**src/hdl/acr_pkg.sv**
```systemverilog
package acr_pkg;
	// ----------------------------------------
	// Register offsets (full serial address)
	// ----------------------------------------
	localparam logic [12:0] ACR_OFF_CHAN_LO   = 13'h004;
	localparam logic [12:0] ACR_OFF_CHAN_HI   = 13'h005;
	localparam logic [12:0] ACR_OFF_POWER     = 13'h008;
	localparam logic [12:0] ACR_OFF_ENHANCE   = 13'h00c;
	localparam logic [12:0] ACR_OFF_DIVIDER   = 13'h00b;
	localparam logic [12:0] ACR_OFF_OUT_MODE  = 13'h014;
	localparam logic [12:0] ACR_OFF_OUT_ADJ   = 13'h015;
	localparam logic [12:0] ACR_OFF_PHASE     = 13'h016;
	localparam logic [12:0] ACR_OFF_COMMIT    = 13'h0ff;
	localparam logic [12:0] ACR_OFF_OVERRIDE  = 13'h100;

	// ----------------------------------------
	// Writable bit masks (open bits read zero)
	// ----------------------------------------
	localparam logic [7:0] ACR_MASK_CHAN_LO  = 8'h0f;
	localparam logic [7:0] ACR_MASK_CHAN_HI  = 8'h3f;
	localparam logic [7:0] ACR_MASK_POWER    = 8'h23;
	localparam logic [7:0] ACR_MASK_ENHANCE  = 8'h04;
	localparam logic [7:0] ACR_MASK_DIVIDER  = 8'h07;
	localparam logic [7:0] ACR_MASK_OUT_MODE = 8'h45;
	localparam logic [7:0] ACR_MASK_OUT_ADJ  = 8'h31;
	localparam logic [7:0] ACR_MASK_PHASE    = 8'h7f;
	localparam logic [7:0] ACR_MASK_OVERRIDE = 8'h77;

	// ----------------------------------------
	// Reset values
	// ----------------------------------------
	localparam logic [7:0] ACR_RST_CHAN_LO  = 8'h0f;
	localparam logic [7:0] ACR_RST_CHAN_HI  = 8'h3f;
	localparam logic [7:0] ACR_RST_ZERO     = 8'h00;
	localparam logic [7:0] ACR_RST_OUT_MODE = 8'h01;
	localparam logic [7:0] ACR_RST_PHASE    = 8'h03;

	// ----------------------------------------
	// Field positions
	// ----------------------------------------
	localparam int ACR_BIT_PIN_STBY   = 5;
	localparam int ACR_BIT_CHOP       = 2;
	localparam int ACR_BIT_LVDS_RED   = 6;
	localparam int ACR_BIT_INVERT     = 2;
	localparam int ACR_BIT_TWOS       = 0;
	localparam int ACR_BIT_DRIVE2X    = 0;
	localparam int ACR_BIT_COMMIT     = 0;
	localparam int ACR_BIT_DCO_SEL    = 5;
	localparam int ACR_BIT_FCO_SEL    = 4;
	localparam int ACR_CHANNELS       = 8;

	typedef enum logic [1:0] {
		ACR_PD_NORMAL,
		ACR_PD_POWERDOWN,
		ACR_PD_STANDBY,
		ACR_PD_RESET
	} acr_pd_type;
endpackage

```
**src/hdl/acr_chan_cfg.sv**
```systemverilog
`timescale 1ns/10ps
// Per-output configuration storage; three instances per data channel, one per clock output
module acr_chan_cfg
	import acr_pkg::*;
(
	input  wire logic       mclk_i,
	input  wire logic       rst_i,
	input  wire logic       ce_i,
	input  wire logic       sel_i,
	input  wire logic       we_i,
	input  wire logic [7:0] wmask_i,
	input  wire logic [7:0] wdata_i,
	input  wire logic [7:0] rst_val_i,
	output logic      [7:0] cfg_o
);
	logic [7:0] cfg_q;
	logic [7:0] cfg_d;

	// Flops hold the difference from rst_val_i, so the async reset stays a constant
	assign cfg_d = ((wdata_i ^ rst_val_i) & wmask_i) | (cfg_q & ~wmask_i);
	assign cfg_o = cfg_q ^ rst_val_i;

	always_ff @(posedge mclk_i or posedge rst_i) begin
		if (rst_i) begin
			cfg_q <= ACR_RST_ZERO;
		end else if (ce_i && we_i && sel_i) begin
			cfg_q <= cfg_d;
		end
	end
endmodule

```
**src/hdl/acr_regs.sv**
```systemverilog
// Operation
// - Low four bits of both index registers select channels for per-channel writes
// - Second index register also selects data and frame clock outputs, reduced features
// - All registers but the override register take effect on write
// - Writing one to commit bit 0 applies staged override contents
// - Power bit 5 set: sleep pin gives standby; clear: full power-down
// - Power code 00 keeps all channels active
// - Code 01 gates datapath clocks, holds datapath reset, disables outputs
// - Code 10 disables datapath clocks and outputs without reset
// - Code 11 holds datapath reset with clocks running, disables outputs, not the serial port
// - Serial port never reset by power modes, only power-on reset
// - Enhancement bit 2 enables first-stage chopping
// - Output mode bit 6 selects reduced-range LVDS, default ANSI
// - Output mode bit 2 inverts serial output stream
// - Output mode bit 0 defaults one for two's complement, clear gives offset binary
// - Output adjust bits 5:4 select termination resistor
// - Output adjust bit 0 doubles drive only for selected clock outputs
// - Termination selection overrides double drive on clock outputs
// - Phase bits 6:4 delay sampling 0 to 7 input clock cycles
// - Phase bits 3:0 shift data clock in 60-degree steps, default 180
`timescale 1ns/10ps
module acr_regs
	import acr_pkg::*;
#(
	parameter int NCHAN = ACR_CHANNELS
) (
	input  wire logic                    mclk_i,
	input  wire logic                    rst_i,
	input  wire logic                    ce_i,
	input  wire logic                    wr_i,
	input  wire logic                    rd_i,
	input  wire logic [12:0]             addr_i,
	input  wire logic [7:0]              wdata_i,
	input  wire logic                    external_sleep_pin_i,
	output logic      [7:0]              rdata_o,
	output logic                         rvalid_o,
	output logic                         dp_clk_en_o,
	output logic                         dp_reset_o,
	output logic                         out_en_o,
	output logic                         standby_o,
	output logic                         powerdown_o,
	output logic      [NCHAN-1:0]        chop_en_o,
	output logic      [NCHAN-1:0]        lvds_reduced_o,
	output logic      [NCHAN-1:0]        invert_o,
	output logic      [NCHAN-1:0]        twos_comp_o,
	output logic      [2*NCHAN-1:0]      term_sel_o,
	output logic      [1:0]              clk_term_sel_o,
	output logic                         data_clock_output_drive2x_o,
	output logic                         frame_clock_output_drive2x_o,
	output logic      [2:0]              sample_delay_o,
	output logic      [3:0]              data_clock_output_phase_o,
	output logic      [7:0]              override_o
);
	// ----------------------------------------
	// Pin synchroniser
	// ----------------------------------------
	logic sleep_s1_q;
	logic sleep_s2_q;

	always_ff @(posedge mclk_i or posedge rst_i) begin
		if (rst_i) begin
			sleep_s1_q <= 1'b0;
			sleep_s2_q <= 1'b0;
		end else if (ce_i) begin
			sleep_s1_q <= external_sleep_pin_i;
			sleep_s2_q <= sleep_s1_q;
		end
	end

	// ----------------------------------------
	// Decode
	// ----------------------------------------
	function automatic logic hit(input logic [12:0] a, input logic [12:0] off);
		hit = (a == off);
	endfunction

	function automatic logic [7:0] merge(input logic [7:0] old, input logic [7:0] nw,
		input logic [7:0] m);
		merge = (nw & m) | (old & ~m);
	endfunction

	wire w_en          = ce_i & wr_i;
	wire hit_chan_lo   = hit(addr_i, ACR_OFF_CHAN_LO);
	wire hit_chan_hi   = hit(addr_i, ACR_OFF_CHAN_HI);
	wire hit_power     = hit(addr_i, ACR_OFF_POWER);
	wire hit_divider   = hit(addr_i, ACR_OFF_DIVIDER);
	wire hit_enhance   = hit(addr_i, ACR_OFF_ENHANCE);
	wire hit_out_mode  = hit(addr_i, ACR_OFF_OUT_MODE);
	wire hit_out_adj   = hit(addr_i, ACR_OFF_OUT_ADJ);
	wire hit_phase     = hit(addr_i, ACR_OFF_PHASE);
	wire hit_commit    = hit(addr_i, ACR_OFF_COMMIT);
	wire hit_override  = hit(addr_i, ACR_OFF_OVERRIDE);

	// ----------------------------------------
	// Global registers (serial port state, power-on reset only)
	// ----------------------------------------
	logic [7:0] chan_lo_q;
	logic [7:0] chan_hi_q;
	logic [7:0] power_q;
	logic [7:0] divider_q;
	logic [7:0] phase_q;
	logic [7:0] stage_q;
	logic [7:0] override_q;

	// Only rst_i touches these; no power mode reaches them
	always_ff @(posedge mclk_i or posedge rst_i) begin
		if (rst_i) begin
			chan_lo_q  <= ACR_RST_CHAN_LO;
			chan_hi_q  <= ACR_RST_CHAN_HI;
			power_q    <= ACR_RST_ZERO;
			divider_q  <= ACR_RST_ZERO;
			phase_q    <= ACR_RST_PHASE;
			stage_q    <= ACR_RST_ZERO;
			override_q <= ACR_RST_ZERO;
		end else if (w_en) begin
			if (hit_chan_lo)
				chan_lo_q <= merge(chan_lo_q, wdata_i, ACR_MASK_CHAN_LO);
			if (hit_chan_hi)
				chan_hi_q <= merge(chan_hi_q, wdata_i, ACR_MASK_CHAN_HI);
			if (hit_power)
				power_q <= merge(power_q, wdata_i, ACR_MASK_POWER);
			if (hit_divider)
				divider_q <= merge(divider_q, wdata_i, ACR_MASK_DIVIDER);
			if (hit_phase)
				phase_q <= merge(phase_q, wdata_i, ACR_MASK_PHASE);
			if (hit_override)
				stage_q <= merge(stage_q, wdata_i, ACR_MASK_OVERRIDE);
			if (hit_commit && wdata_i[ACR_BIT_COMMIT])
				override_q <= stage_q;
		end
	end

	// ----------------------------------------
	// Per-channel registers
	// ----------------------------------------
	// Channel n < 4 chosen by low index, n >= 4 by second index low nibble
	logic [NCHAN-1:0] chan_sel;
	always_comb begin
		for (int i = 0; i < NCHAN; i++)
			chan_sel[i] = (i < 4) ? chan_lo_q[i % 4] : chan_hi_q[i % 4];
	end
	wire dco_sel = chan_hi_q[ACR_BIT_DCO_SEL];
	wire fco_sel = chan_hi_q[ACR_BIT_FCO_SEL];

	logic [7:0] enh_cfg  [NCHAN];
	logic [7:0] mode_cfg [NCHAN];
	logic [7:0] adj_cfg  [NCHAN];
	logic [7:0] dco_adj;
	logic [7:0] fco_adj;

	genvar g;
	generate
		for (g = 0; g < NCHAN; g++) begin : g_chan
			acr_chan_cfg u_enh (
				.mclk_i    (mclk_i),
				.rst_i     (rst_i),
				.ce_i      (ce_i),
				.sel_i     (chan_sel[g]),
				.we_i      (wr_i & hit_enhance),
				.wmask_i   (ACR_MASK_ENHANCE),
				.wdata_i   (wdata_i),
				.rst_val_i (ACR_RST_ZERO),
				.cfg_o     (enh_cfg[g])
			);
			// Twos default carried by rst_val_i; flops still reset to zero
			acr_chan_cfg u_mode (
				.mclk_i    (mclk_i),
				.rst_i     (rst_i),
				.ce_i      (ce_i),
				.sel_i     (chan_sel[g]),
				.we_i      (wr_i & hit_out_mode),
				.wmask_i   (ACR_MASK_OUT_MODE),
				.wdata_i   (wdata_i),
				.rst_val_i (ACR_RST_OUT_MODE),
				.cfg_o     (mode_cfg[g])
			);
			acr_chan_cfg u_adj (
				.mclk_i    (mclk_i),
				.rst_i     (rst_i),
				.ce_i      (ce_i),
				.sel_i     (chan_sel[g]),
				.we_i      (wr_i & hit_out_adj),
				.wmask_i   (ACR_MASK_OUT_ADJ & 8'h30),
				.wdata_i   (wdata_i),
				.rst_val_i (ACR_RST_ZERO),
				.cfg_o     (adj_cfg[g])
			);
		end
	endgenerate

	acr_chan_cfg u_dco_adj (
		.mclk_i    (mclk_i),
		.rst_i     (rst_i),
		.ce_i      (ce_i),
		.sel_i     (dco_sel),
		.we_i      (wr_i & hit_out_adj),
		.wmask_i   (ACR_MASK_OUT_ADJ),
		.wdata_i   (wdata_i),
		.rst_val_i (ACR_RST_ZERO),
		.cfg_o     (dco_adj)
	);
	acr_chan_cfg u_fco_adj (
		.mclk_i    (mclk_i),
		.rst_i     (rst_i),
		.ce_i      (ce_i),
		.sel_i     (fco_sel),
		.we_i      (wr_i & hit_out_adj),
		.wmask_i   (ACR_MASK_OUT_ADJ),
		.wdata_i   (wdata_i),
		.rst_val_i (ACR_RST_ZERO),
		.cfg_o     (fco_adj)
	);

	// Lowest selected channel answers reads of per-channel registers
	logic [7:0] enh_rd;
	logic [7:0] mode_rd;
	logic [7:0] adj_rd;
	always_comb begin
		enh_rd  = 8'h00;
		mode_rd = 8'h00;
		adj_rd  = 8'h00;
		for (int i = NCHAN - 1; i >= 0; i--) begin
			if (chan_sel[i]) begin
				enh_rd  = enh_cfg[i];
				mode_rd = mode_cfg[i];
				adj_rd  = adj_cfg[i];
			end
		end
		if (!(|chan_sel) && dco_sel)
			adj_rd = dco_adj;
	end

	// ----------------------------------------
	// Power mode decode
	// ----------------------------------------
	acr_pd_type pd_mode;
	assign pd_mode = acr_pd_type'(power_q[1:0]);
	wire pin_stby  = sleep_s2_q & power_q[ACR_BIT_PIN_STBY];
	wire pin_external_sleep_pin  = sleep_s2_q & ~power_q[ACR_BIT_PIN_STBY];

	logic clk_en_d;
	logic dp_rst_d;
	logic out_en_d;
	always_comb begin
		clk_en_d = 1'b1;
		dp_rst_d = 1'b0;
		out_en_d = 1'b1;
		case (pd_mode)
			ACR_PD_NORMAL: begin
				clk_en_d = 1'b1;
			end
			ACR_PD_POWERDOWN: begin
				clk_en_d = 1'b0;
				dp_rst_d = 1'b1;
				out_en_d = 1'b0;
			end
			ACR_PD_STANDBY: begin
				clk_en_d = 1'b0;
				out_en_d = 1'b0;
			end
			ACR_PD_RESET: begin
				dp_rst_d = 1'b1;
				out_en_d = 1'b0;
			end
			default: begin
				clk_en_d = 1'b1;
			end
		endcase
		if (pin_stby || pin_external_sleep_pin) begin
			clk_en_d = 1'b0;
			out_en_d = 1'b0;
		end
		if (pin_external_sleep_pin)
			dp_rst_d = 1'b1;
	end

	// ----------------------------------------
	// Readback
	// ----------------------------------------
	logic [7:0] rdata_d;
	always_comb begin
		if (hit_chan_lo)
			rdata_d = chan_lo_q;
		else if (hit_chan_hi)
			rdata_d = chan_hi_q;
		else if (hit_power)
			rdata_d = power_q;
		else if (hit_divider)
			rdata_d = divider_q;
		else if (hit_enhance)
			rdata_d = enh_rd;
		else if (hit_out_mode)
			rdata_d = mode_rd;
		else if (hit_out_adj)
			rdata_d = adj_rd;
		else if (hit_phase)
			rdata_d = phase_q;
		else if (hit_override)
			rdata_d = stage_q;
		else
			rdata_d = 8'h00;
	end

	// ----------------------------------------
	// Registered outputs
	// ----------------------------------------
	logic [NCHAN-1:0]   chop_d;
	logic [NCHAN-1:0]   lvds_d;
	logic [NCHAN-1:0]   inv_d;
	logic [NCHAN-1:0]   twos_d;
	logic [2*NCHAN-1:0] term_d;
	always_comb begin
		for (int i = 0; i < NCHAN; i++) begin
			chop_d[i]       = enh_cfg[i][ACR_BIT_CHOP];
			lvds_d[i]       = mode_cfg[i][ACR_BIT_LVDS_RED];
			inv_d[i]        = mode_cfg[i][ACR_BIT_INVERT];
			twos_d[i]       = mode_cfg[i][ACR_BIT_TWOS];
			term_d[2*i +: 2] = adj_cfg[i][5:4];
		end
	end
	wire [1:0] clk_term   = dco_adj[5:4] | fco_adj[5:4];
	// Termination beats double drive on the clock outputs
	wire dco_drv_d = dco_adj[ACR_BIT_DRIVE2X] & (dco_adj[5:4] == 2'b00);
	wire fco_drv_d = fco_adj[ACR_BIT_DRIVE2X] & (fco_adj[5:4] == 2'b00);

	always_ff @(posedge mclk_i or posedge rst_i) begin
		if (rst_i) begin
			rdata_o                      <= 8'h00;
			rvalid_o                     <= 1'b0;
			dp_clk_en_o                  <= 1'b1;
			dp_reset_o                   <= 1'b0;
			out_en_o                     <= 1'b1;
			standby_o                    <= 1'b0;
			powerdown_o                  <= 1'b0;
			chop_en_o                    <= '0;
			lvds_reduced_o               <= '0;
			invert_o                     <= '0;
			twos_comp_o                  <= '1;
			term_sel_o                   <= '0;
			clk_term_sel_o               <= 2'b00;
			data_clock_output_drive2x_o  <= 1'b0;
			frame_clock_output_drive2x_o <= 1'b0;
			sample_delay_o               <= 3'h0;
			data_clock_output_phase_o    <= ACR_RST_PHASE[3:0];
			override_o                   <= 8'h00;
		end else if (ce_i) begin
			rdata_o                      <= rd_i ? rdata_d : rdata_o;
			rvalid_o                     <= rd_i;
			dp_clk_en_o                  <= clk_en_d;
			dp_reset_o                   <= dp_rst_d;
			out_en_o                     <= out_en_d;
			standby_o                    <= pin_stby | (pd_mode == ACR_PD_STANDBY);
			powerdown_o                  <= pin_external_sleep_pin | (pd_mode == ACR_PD_POWERDOWN);
			chop_en_o                    <= chop_d;
			lvds_reduced_o               <= lvds_d;
			invert_o                     <= inv_d;
			twos_comp_o                  <= twos_d;
			term_sel_o                   <= term_d;
			clk_term_sel_o               <= clk_term;
			data_clock_output_drive2x_o  <= dco_drv_d;
			frame_clock_output_drive2x_o <= fco_drv_d;
			// Phase beyond divider ratio is the host's fault; passed through as is
			sample_delay_o               <= phase_q[6:4];
			data_clock_output_phase_o    <= phase_q[3:0];
			override_o                   <= override_q;
		end
	end

	// ----------------------------------------
	// Checks
	// ----------------------------------------
	chk_commit_apply: assert property (@(posedge mclk_i) disable iff (rst_i)
		ce_i && wr_i && hit_commit && wdata_i[0] |=> override_q == $past(stage_q))
		else $error("commit did not apply staged override");
	chk_stage_hold: assert property (@(posedge mclk_i) disable iff (rst_i)
		ce_i && wr_i && hit_override && !$past(rst_i) |=> $stable(override_q))
		else $error("override changed without commit");
	chk_pd_reset: assert property (@(posedge mclk_i) disable iff (rst_i)
		ce_i && power_q[1:0] == 2'b01 |=> !dp_clk_en_o && dp_reset_o && !out_en_o)
		else $error("power-down code not applied");
	chk_stby_noreset: assert property (@(posedge mclk_i) disable iff (rst_i)
		ce_i && power_q[1:0] == 2'b10 && !sleep_s2_q |=> !dp_clk_en_o && !dp_reset_o)
		else $error("standby code wrong");
	chk_normal_run: assert property (@(posedge mclk_i) disable iff (rst_i)
		ce_i && power_q[1:0] == 2'b00 && !sleep_s2_q |=> dp_clk_en_o && out_en_o)
		else $error("normal mode not active");
	chk_dreset_port: assert property (@(posedge mclk_i) disable iff (rst_i)
		ce_i && power_q[1:0] == 2'b11 && !(wr_i && hit_chan_lo)
		|=> dp_reset_o && $stable(chan_lo_q))
		else $error("digital reset wrong");
	chk_pin_mode: assert property (@(posedge mclk_i) disable iff (rst_i)
		ce_i && sleep_s2_q && power_q[1:0] == 2'b00
		|=> standby_o == $past(power_q[5]) && powerdown_o != $past(power_q[5]))
		else $error("sleep pin mode wrong");
	chk_drive_term: assert property (@(posedge mclk_i) disable iff (rst_i)
		ce_i && dco_adj[5:4] != 2'b00 |=> !data_clock_output_drive2x_o)
		else $error("double drive with termination");
	chk_open_zero: assert property (@(posedge mclk_i) disable iff (rst_i)
		(power_q & ~ACR_MASK_POWER) == 8'h00 && (phase_q & ~ACR_MASK_PHASE) == 8'h00)
		else $error("open bit set");
endmodule

```
**config.mk**
```make
export PLATFORM = sky130hd
export DESIGN_NAME = acr_regs
export DESIGN_NICKNAME = d
export VERILOG_FILES = /design/src/hdl/acr_pkg.sv /design/src/hdl/acr_chan_cfg.sv /design/src/hdl/acr_regs.sv
export SDC_FILE = /design/constraint.sdc
export NUM_CORES = 1
export LEC_CHECK = 0
export BUFFER_PORTS_ARGS = -buffer_cell sky130_fd_sc_hd__buf_2
export CAP_MARGIN = 5
export CORE_MARGIN = 3
export CORE_UTILIZATION = 52
export CTS_CLUSTER_SIZE = 24
export DETAILED_ROUTE_END_ITERATION = 8
export HOLD_SLACK_MARGIN = 0.1
export PLACE_DENSITY = 0.78
export SLEW_MARGIN = 20
export SYNTH_ARGS = -nofsm -noshare
export SYNTH_HDL_FRONTEND = slang
export SYNTH_SLANG_ARGS = --single-unit
```
**constraint.sdc**
```tcl
create_clock -name mclk_i -period 4.7 [get_ports mclk_i]
set_clock_uncertainty 0.2 [all_clocks]
set_input_delay 0.235 -clock mclk_i [delete_from_list [all_inputs] [get_ports mclk_i]]
set_output_delay 0.235 -clock mclk_i [all_outputs]
set_load 0.01 [all_outputs]
```
==> flow_summary.json, run 1 <==
{
  "status": "finished clean",
  "cts_buffers": 17,
  "max_freq_ghz": 0.306,
  "area_delta_synth_final_pct": 16.4,
  "cts.sinks": 170,
  "hold_depth": 2,
  "maxCapViolations": 0,
  "rsz0062_at_grt": "false",
  "syn_avg_cell_area_um2": 12.4,
  "r2r_slack_ps": 2630,
  "diodes": 0,
  "synthTopCellsByCount": "dfrtp_1, mux2_2, nand2_1",
  "tns_ps": 0,
  "synth_seq_cells": 170,
  "finalSetupViolCount": 0,
  "end_kind": "register",
  "hold_path.class": "in -> reg",
  "port_buffers": 104,
  "grt_pass1_vias": 5451,
  "grt-ovfl-total": 0,
  "die_w_um": 128,
  "routed_wl_um": 18400,
  "grt_util_all_layers": 0.234,
  "antenna_found_initial": 0,
  "drive_gt1_frac": 0.429,
  "start_util": 0.543,
  "placed_area_um2": 8290,
  "first_pass_iters": 7,
  "p_leak_nw": 4.43,
  "wire_per_inst_um": 20.2,
  "r2r_cells": 5,
  "grt_pass1_wl_um": 29600,
  "cts_buffer_depth": 2,
  "r2r_end": "rdata_o[0]",
  "worst_ep_required_time_ps": 4810,
  "worst_setup_path_start_kind": "primary input",
  "min_from": "wdata_i[5]",
  "yosysTopAreaCellShare": 0.475,
  "clk_latency_ps": 430,
  "fin_nets": 746,
  "path_class": "in -> reg",
  "synth_top_cell_by_area": "dfrtp_1",
  "gp_congestion": 0.889,
  "synth.cell_area_um2": 7680,
  "ys_top_cells_by_area": "dfrtp_1, mux2_2, dfstp_2",
  "cts_tree": "built",
  "ys_seq_area_frac": 0.558,
  "grt_max_degree": 171,
  "fin_area_um2": 8940,
  "coreArea_um2": 14100,
  "ys_warn_count": 0,
  "reg2reg_from": "chan_lo_q[0]",
  "worstPathArrival_ps": 3380,
  "drc_errors": 0,
  "vias": 5373,
  "tightest_slew_ps": 1150,
  "yosysMostFrequentCell": "dfrtp_1",
  "antenna_left": 0,
  "slew_violations": 0,
  "relSlewSlack": 0.228,
  "hold_viol": 0,
  "post-dp-hpwl_um": 12600,
  "top_level_ports": 108,
  "peakVddDrop_uv": 240,
  "die_h_um": 128,
  "routed_via_density": 5.92,
  "clockRootBuffer": "clkbuf_16",
  "fin_crit_ps": 3260,
  "clkTransAtPathRegs_ps": 60,
  "yosysUniqueCellTypes": 63,
  "die_area_um2": 16300,
  "hold_end": "chan_hi_q[5]",
  "synth-async-reset-ratio": 1.00,
  "drt_iter0_drc": 308,
  "synth_cells": 620,
  "synth-main-ff-cell": "dfrtp_1",
  "cp_max_fo": 14,
  "fin_crit_sh": 0.695,
  "nFillCells": 1129,
  "synth-edff-count": 0,
  "htree_num_levels": 4,
  "fp-row-count": 43,
  "p_per_area_nw_per_um2": 334,
  "ctsResizeCount": 0
}
==> logic make-up after synthesis <==
| group | count (synthesis) | share of synthesized area |
|---|---|---|
| DFF | 170 | 0.558 |
| AOI/OAI and AO/OA | 94 | 0.0814 |
| adders and majority gates | 4 | 0.00651 |
| other | 1 | 0.000488 |
| muxes | 143 | 0.211 |
| and+or+nand+nor | 144 | 0.108 |
| buffers and inverters | 64 | 0.0347 |
==> timing repair <==
item | CTS | global route
setup endpoints to repair | 0 | 0
endpoints found under the hold margin | 169 | 0
buffers inserted | 0 | 0
hold buffers | 8 | 0
==> placed cells by master, fill, tap and decap left out, types with 5 or more instances in the layout <==
cell type,synthesis,routed
clkinvlp_4,0,5
mux2i_1,7,7
nand3_1,16,16
a221oi_1,7,7
o21ai_0,26,26
buf_2,3,103
nand2_1,46,46
nor2_1,20,20
mux2_2,129,129
nor2b_1,6,6
nand2b_1,6,6
inv_1,25,24
dfstp_2,24,24
dlygate4sd3_1,0,8
o211ai_1,6,6
clkbuf_16,0,17
and3_1,5,5
dfrtp_1,146,146
mux2_4,6,6
a21oi_1,19,19
nand4_1,6,6
==> through the flow <==
step	cells	util	hold WS, ps	power, mW	setup WS (ps)
6_report	908	0.632	144	2.99	1440
3_5_place_dp	868	0.586	253	1.66	1650
3_3_place_gp	868	0.586	246	1.66	1740
2_1_floorplan	621	-	185	1.61	2120
5_1_grt	908	0.632	139	3.09	1360
4_1_cts	908	0.632	119	3.01	1480
==> where the power goes <==
part	switching, mW	internal, mW	leakage [nW]
clock	0.583	0.762	0.270
sequential	0.0103	1.48	2.27
combinational	0.103	0.0485	1.89
==> metal layers <==
layer	part of all wire	vias up	track usage
met5	0	-	0
met4	0.021	0	0.0808
met3	0.072	39	0.0615
met2	0.47	216	0.358
met1	0.44	2687	0.324
li1	-	2431	-
==> registers in the layout (all words and copies together) (netlist names), 4 cells and up <==
| register | count |
|---|---|
| chan_hi_q | 6 |
| chan_lo_q | 4 |
| chop_en_o | 8 |
| data_clock_output_phase_o | 4 |
| g_chan.u_adj.cfg_q | 16 |
| g_chan.u_enh.cfg_q | 8 |
| g_chan.u_mode.cfg_q | 24 |
| invert_o | 8 |
| lvds_reduced_o | 8 |
| override_o | 6 |
| override_q | 6 |
| phase_q | 7 |
| rdata_o | 8 |
| stage_q | 6 |
| term_sel_o | 16 |
| twos_comp_o | 8 |
==> critical path, stage by stage <==
cell and delay, ps:
dlygate4sd3_1 550, buf_2 200, or4b_2 720, nor4_2 880, nand3_1 400, mux2_2 380
==> final cells by class <==
type | instances | area (um^2) | share of cell area
clock inverters | 12 | 114 | 0.0127
inverters | 25 | 97.6 | 0.0109
clock buffers | 20 | 457 | 0.0511
multi-input cells | 387 | 3140 | 0.351
well taps | 180 | 225 | 0.0252
repair buffers | 114 | 631 | 0.0705
flip-flops and latches | 170 | 4280 | 0.479
==> worst max path at each step <==
stage | from | endpoint | slack (ps) | depth (start not counted)
floorplan | rst_i | chop_en_o[0] | 2120 | 1
global placement | addr_i[1] | g_chan[7].u_mode.cfg_q[6] | 1740 | 5
detailed placement | addr_i[1] | g_chan[7].u_mode.cfg_q[2] | 1650 | 5
CTS | addr_i[1] | g_chan[7].u_mode.cfg_q[6] | 1480 | 6
global route | addr_i[1] | g_chan[7].u_mode.cfg_q[6] | 1360 | 6
finish | addr_i[1] | g_chan[7].u_mode.cfg_q[6] | 1440 | 6
Power figures use the tool's default switching activity.
==> run 2: changes to the inputs <==
Settings changed: CORE_UTILIZATION 52 to 57, PLACE_DENSITY 0.78 to 0.81.
Clock period 4.7 ns to 3.25 ns, I/O delays scaled along.
==> run 2 against run 1 <==
Against the previous run:
- sequential power increased by 45%
- cell area increased by 1.1%
- final cell count increased by 0.11%
- critical path depth increased by 2
- wire length about the same
- setup slack got worse by 1300 ps
- sequential share of layout area decreased by 0.52 points
- critical endpoint is now rdata_o[0]
==> flow_summary.json, run 2 (synthesis results as in run 1) <==
{
  "status": "finished clean",
  "post-dp-hpwl_um": 12900,
  "tightest_slew_ps": 772,
  "fin_crit_ps": 3080,
  "r2r_slack_ps": 600,
  "top_register": "g_chan.u_mode.cfg_q",
  "fin_crit_sh": 0.948,
  "top_level_ports": 108,
  "finalSetupViolCount": 0,
  "hold_viol": 0,
  "fin_nets": 755,
  "hold_path.class": "in -> reg",
  "crit_path_cell_trace": "dlygate4sd3_1, buf_2, or4b_2, nor4_2, nor2_1, o31ai_1, o21ai_1, dlygate4sd3_1",
  "cts_buffers": 17,
  "drt_iter0_drc": 473,
  "placed_area_um2": 8330,
  "cp_common_cell": "dlygate4sd3_1",
  "worstPathArrival_ps": 3190,
  "vias": 5461,
  "clockRootBuffer": "clkbuf_16",
  "first_pass_iters": 5,
  "clkTransAtPathRegs_ps": 60,
  "gp_congestion": 0.911,
  "die_h_um": 122,
  "worst_setup_path_start_kind": "primary input",
  "grt_max_degree": 65,
  "drive_gt1_frac": 0.423,
  "wire_per_inst_um": 20.2,
  "routed_via_density": 6.01,
  "fin_area_um2": 9040,
  "area_delta_synth_final_pct": 17.7,
  "end_kind": "register",
  "multi_input_area_um2": 3140,
  "start_util": 0.597,
  "largest_reg_flops": 24,
  "grt_pass1_wl_um": 29700,
  "cts.sinks": 170,
  "hold_slack_ps": 128,
  "drc_errors": 0,
  "p_leak_nw": 4.49,
  "rsz0062_at_grt": "false",
  "grtUsageMet1": 0.365,
  "grt-ovfl-total": 0,
  "max_freq_ghz": 0.325,
  "coreArea_um2": 12900,
  "tns_ps": 0,
  "maxCapViolations": 0,
  "antenna_left": 0,
  "ff_latch_area_um2": 4280,
  "relSlewSlack": 0.485,
  "fp-row-count": 41,
  "peakVddDrop_uv": 314,
  "top_regs": "g_chan.u_mode.cfg_q: 24 flops, g_chan.u_adj.cfg_q: 16 flops, term_sel_o: 16 flops",
  "cts_tree": "built",
  "diodes": 0,
  "p_total_mw": 4.38,
  "worst_ep_required_time_ps": 3360,
  "cp_max_fo": 14,
  "path_delay_family": "simple AND/OR/NAND/NOR gates",
  "grt_util_all_layers": 0.261,
  "antenna_found_initial": 0,
  "port_buffers": 104,
  "final_cell_mix": "dfrtp_1, mux2_2, buf_2",
  "grt_pass1_vias": 5507,
  "final_common_cell": "dfrtp_1",
  "cts_buffer_depth": 2,
  "nFillCells": 910,
  "clk_latency_ps": 430,
  "die_area_um2": 14900,
  "path_buf_inv": 3,
  "htree_num_levels": 4,
  "grtUsageMet3": 0.0617,
  "die_w_um": 122,
  "post_cts_buffers": 0,
  "p_per_area_nw_per_um2": 484,
  "slowest_delay_ps": 740,
  "cp_slowest_cell": "or4b_2",
  "routed_wl_um": 18300,
  "path_class": "in -> reg",
  "busiest_layer": "met2",
  "slew_violations": 0,
  "met2_usage": 0.403
}
[run 2: worst reg2reg max path, stage by stage (launching register included)]
cell and delay [ps]:
dfstp_2 460, nor4_1 520, nand4_1 170, or4_1 450, o2111a_1 160, o21ai_1 100
dlygate4sd3_1 550
[run 2: per-stage QoR]
step,util,setup slack [ps],std cells
2_1_floorplan,-,738,621
3_3_place_gp,0.647,577,864
3_5_place_dp,0.647,518,864
4_1_cts,0.702,219,909
5_1_grt,0.702,54.0,909
6_report,0.702,170,909
[run 2: repair_timing]
action                    4_1_cts  5_1_grt
hold buffers                   13        0
hold endpoints to repair      190        0
gates resized for setup         0        0
[run 2: power by group]
part / internal, mW / switching [mW] / total (mW) / leakage [nW]
registers: 2.14 / 0.0143 / 2.16 / 2.27
clock network: 1.21 / 0.778 / 1.99 / 0.277
logic: 0.0761 / 0.152 / 0.228 / 1.94
[run 2: routing by layer]
layer / wire, um / vias to the layer above
met5: 0 / -
met4: 400 / 0
met3: 1330 / 43
met2: 8800 / 243
met1: 7810 / 2727
li1: - / 2448
[run 2: path summary, 6_finish.rpt]
check / from / end / cells after the start
setup / recovery: addr_i[1] / rdata_o[0] / 8
max in group asynchronous: rst_i / term_sel_o[6] / 4
min in group asynchronous: rst_i / lvds_reduced_o[4] / 3
hold / removal: addr_i[12] / rdata_o[4] / 5
setup reg to reg: chan_hi_q[0] / rdata_o[0] / 6
hold reg to reg: g_chan[0].u_mode.cfg_q[0] / twos_comp_o[0] / 1
[run 2: layout make-up]
type,count,share of cell area
Timing Repair Buffer,123,0.0800
Inverter,25,0.0108
Tap cell,172,0.0238
Sequential cell,170,0.474
Clock inverter,6,0.00968
Clock buffer,26,0.0552
Multi-Input combinational cell,387,0.347
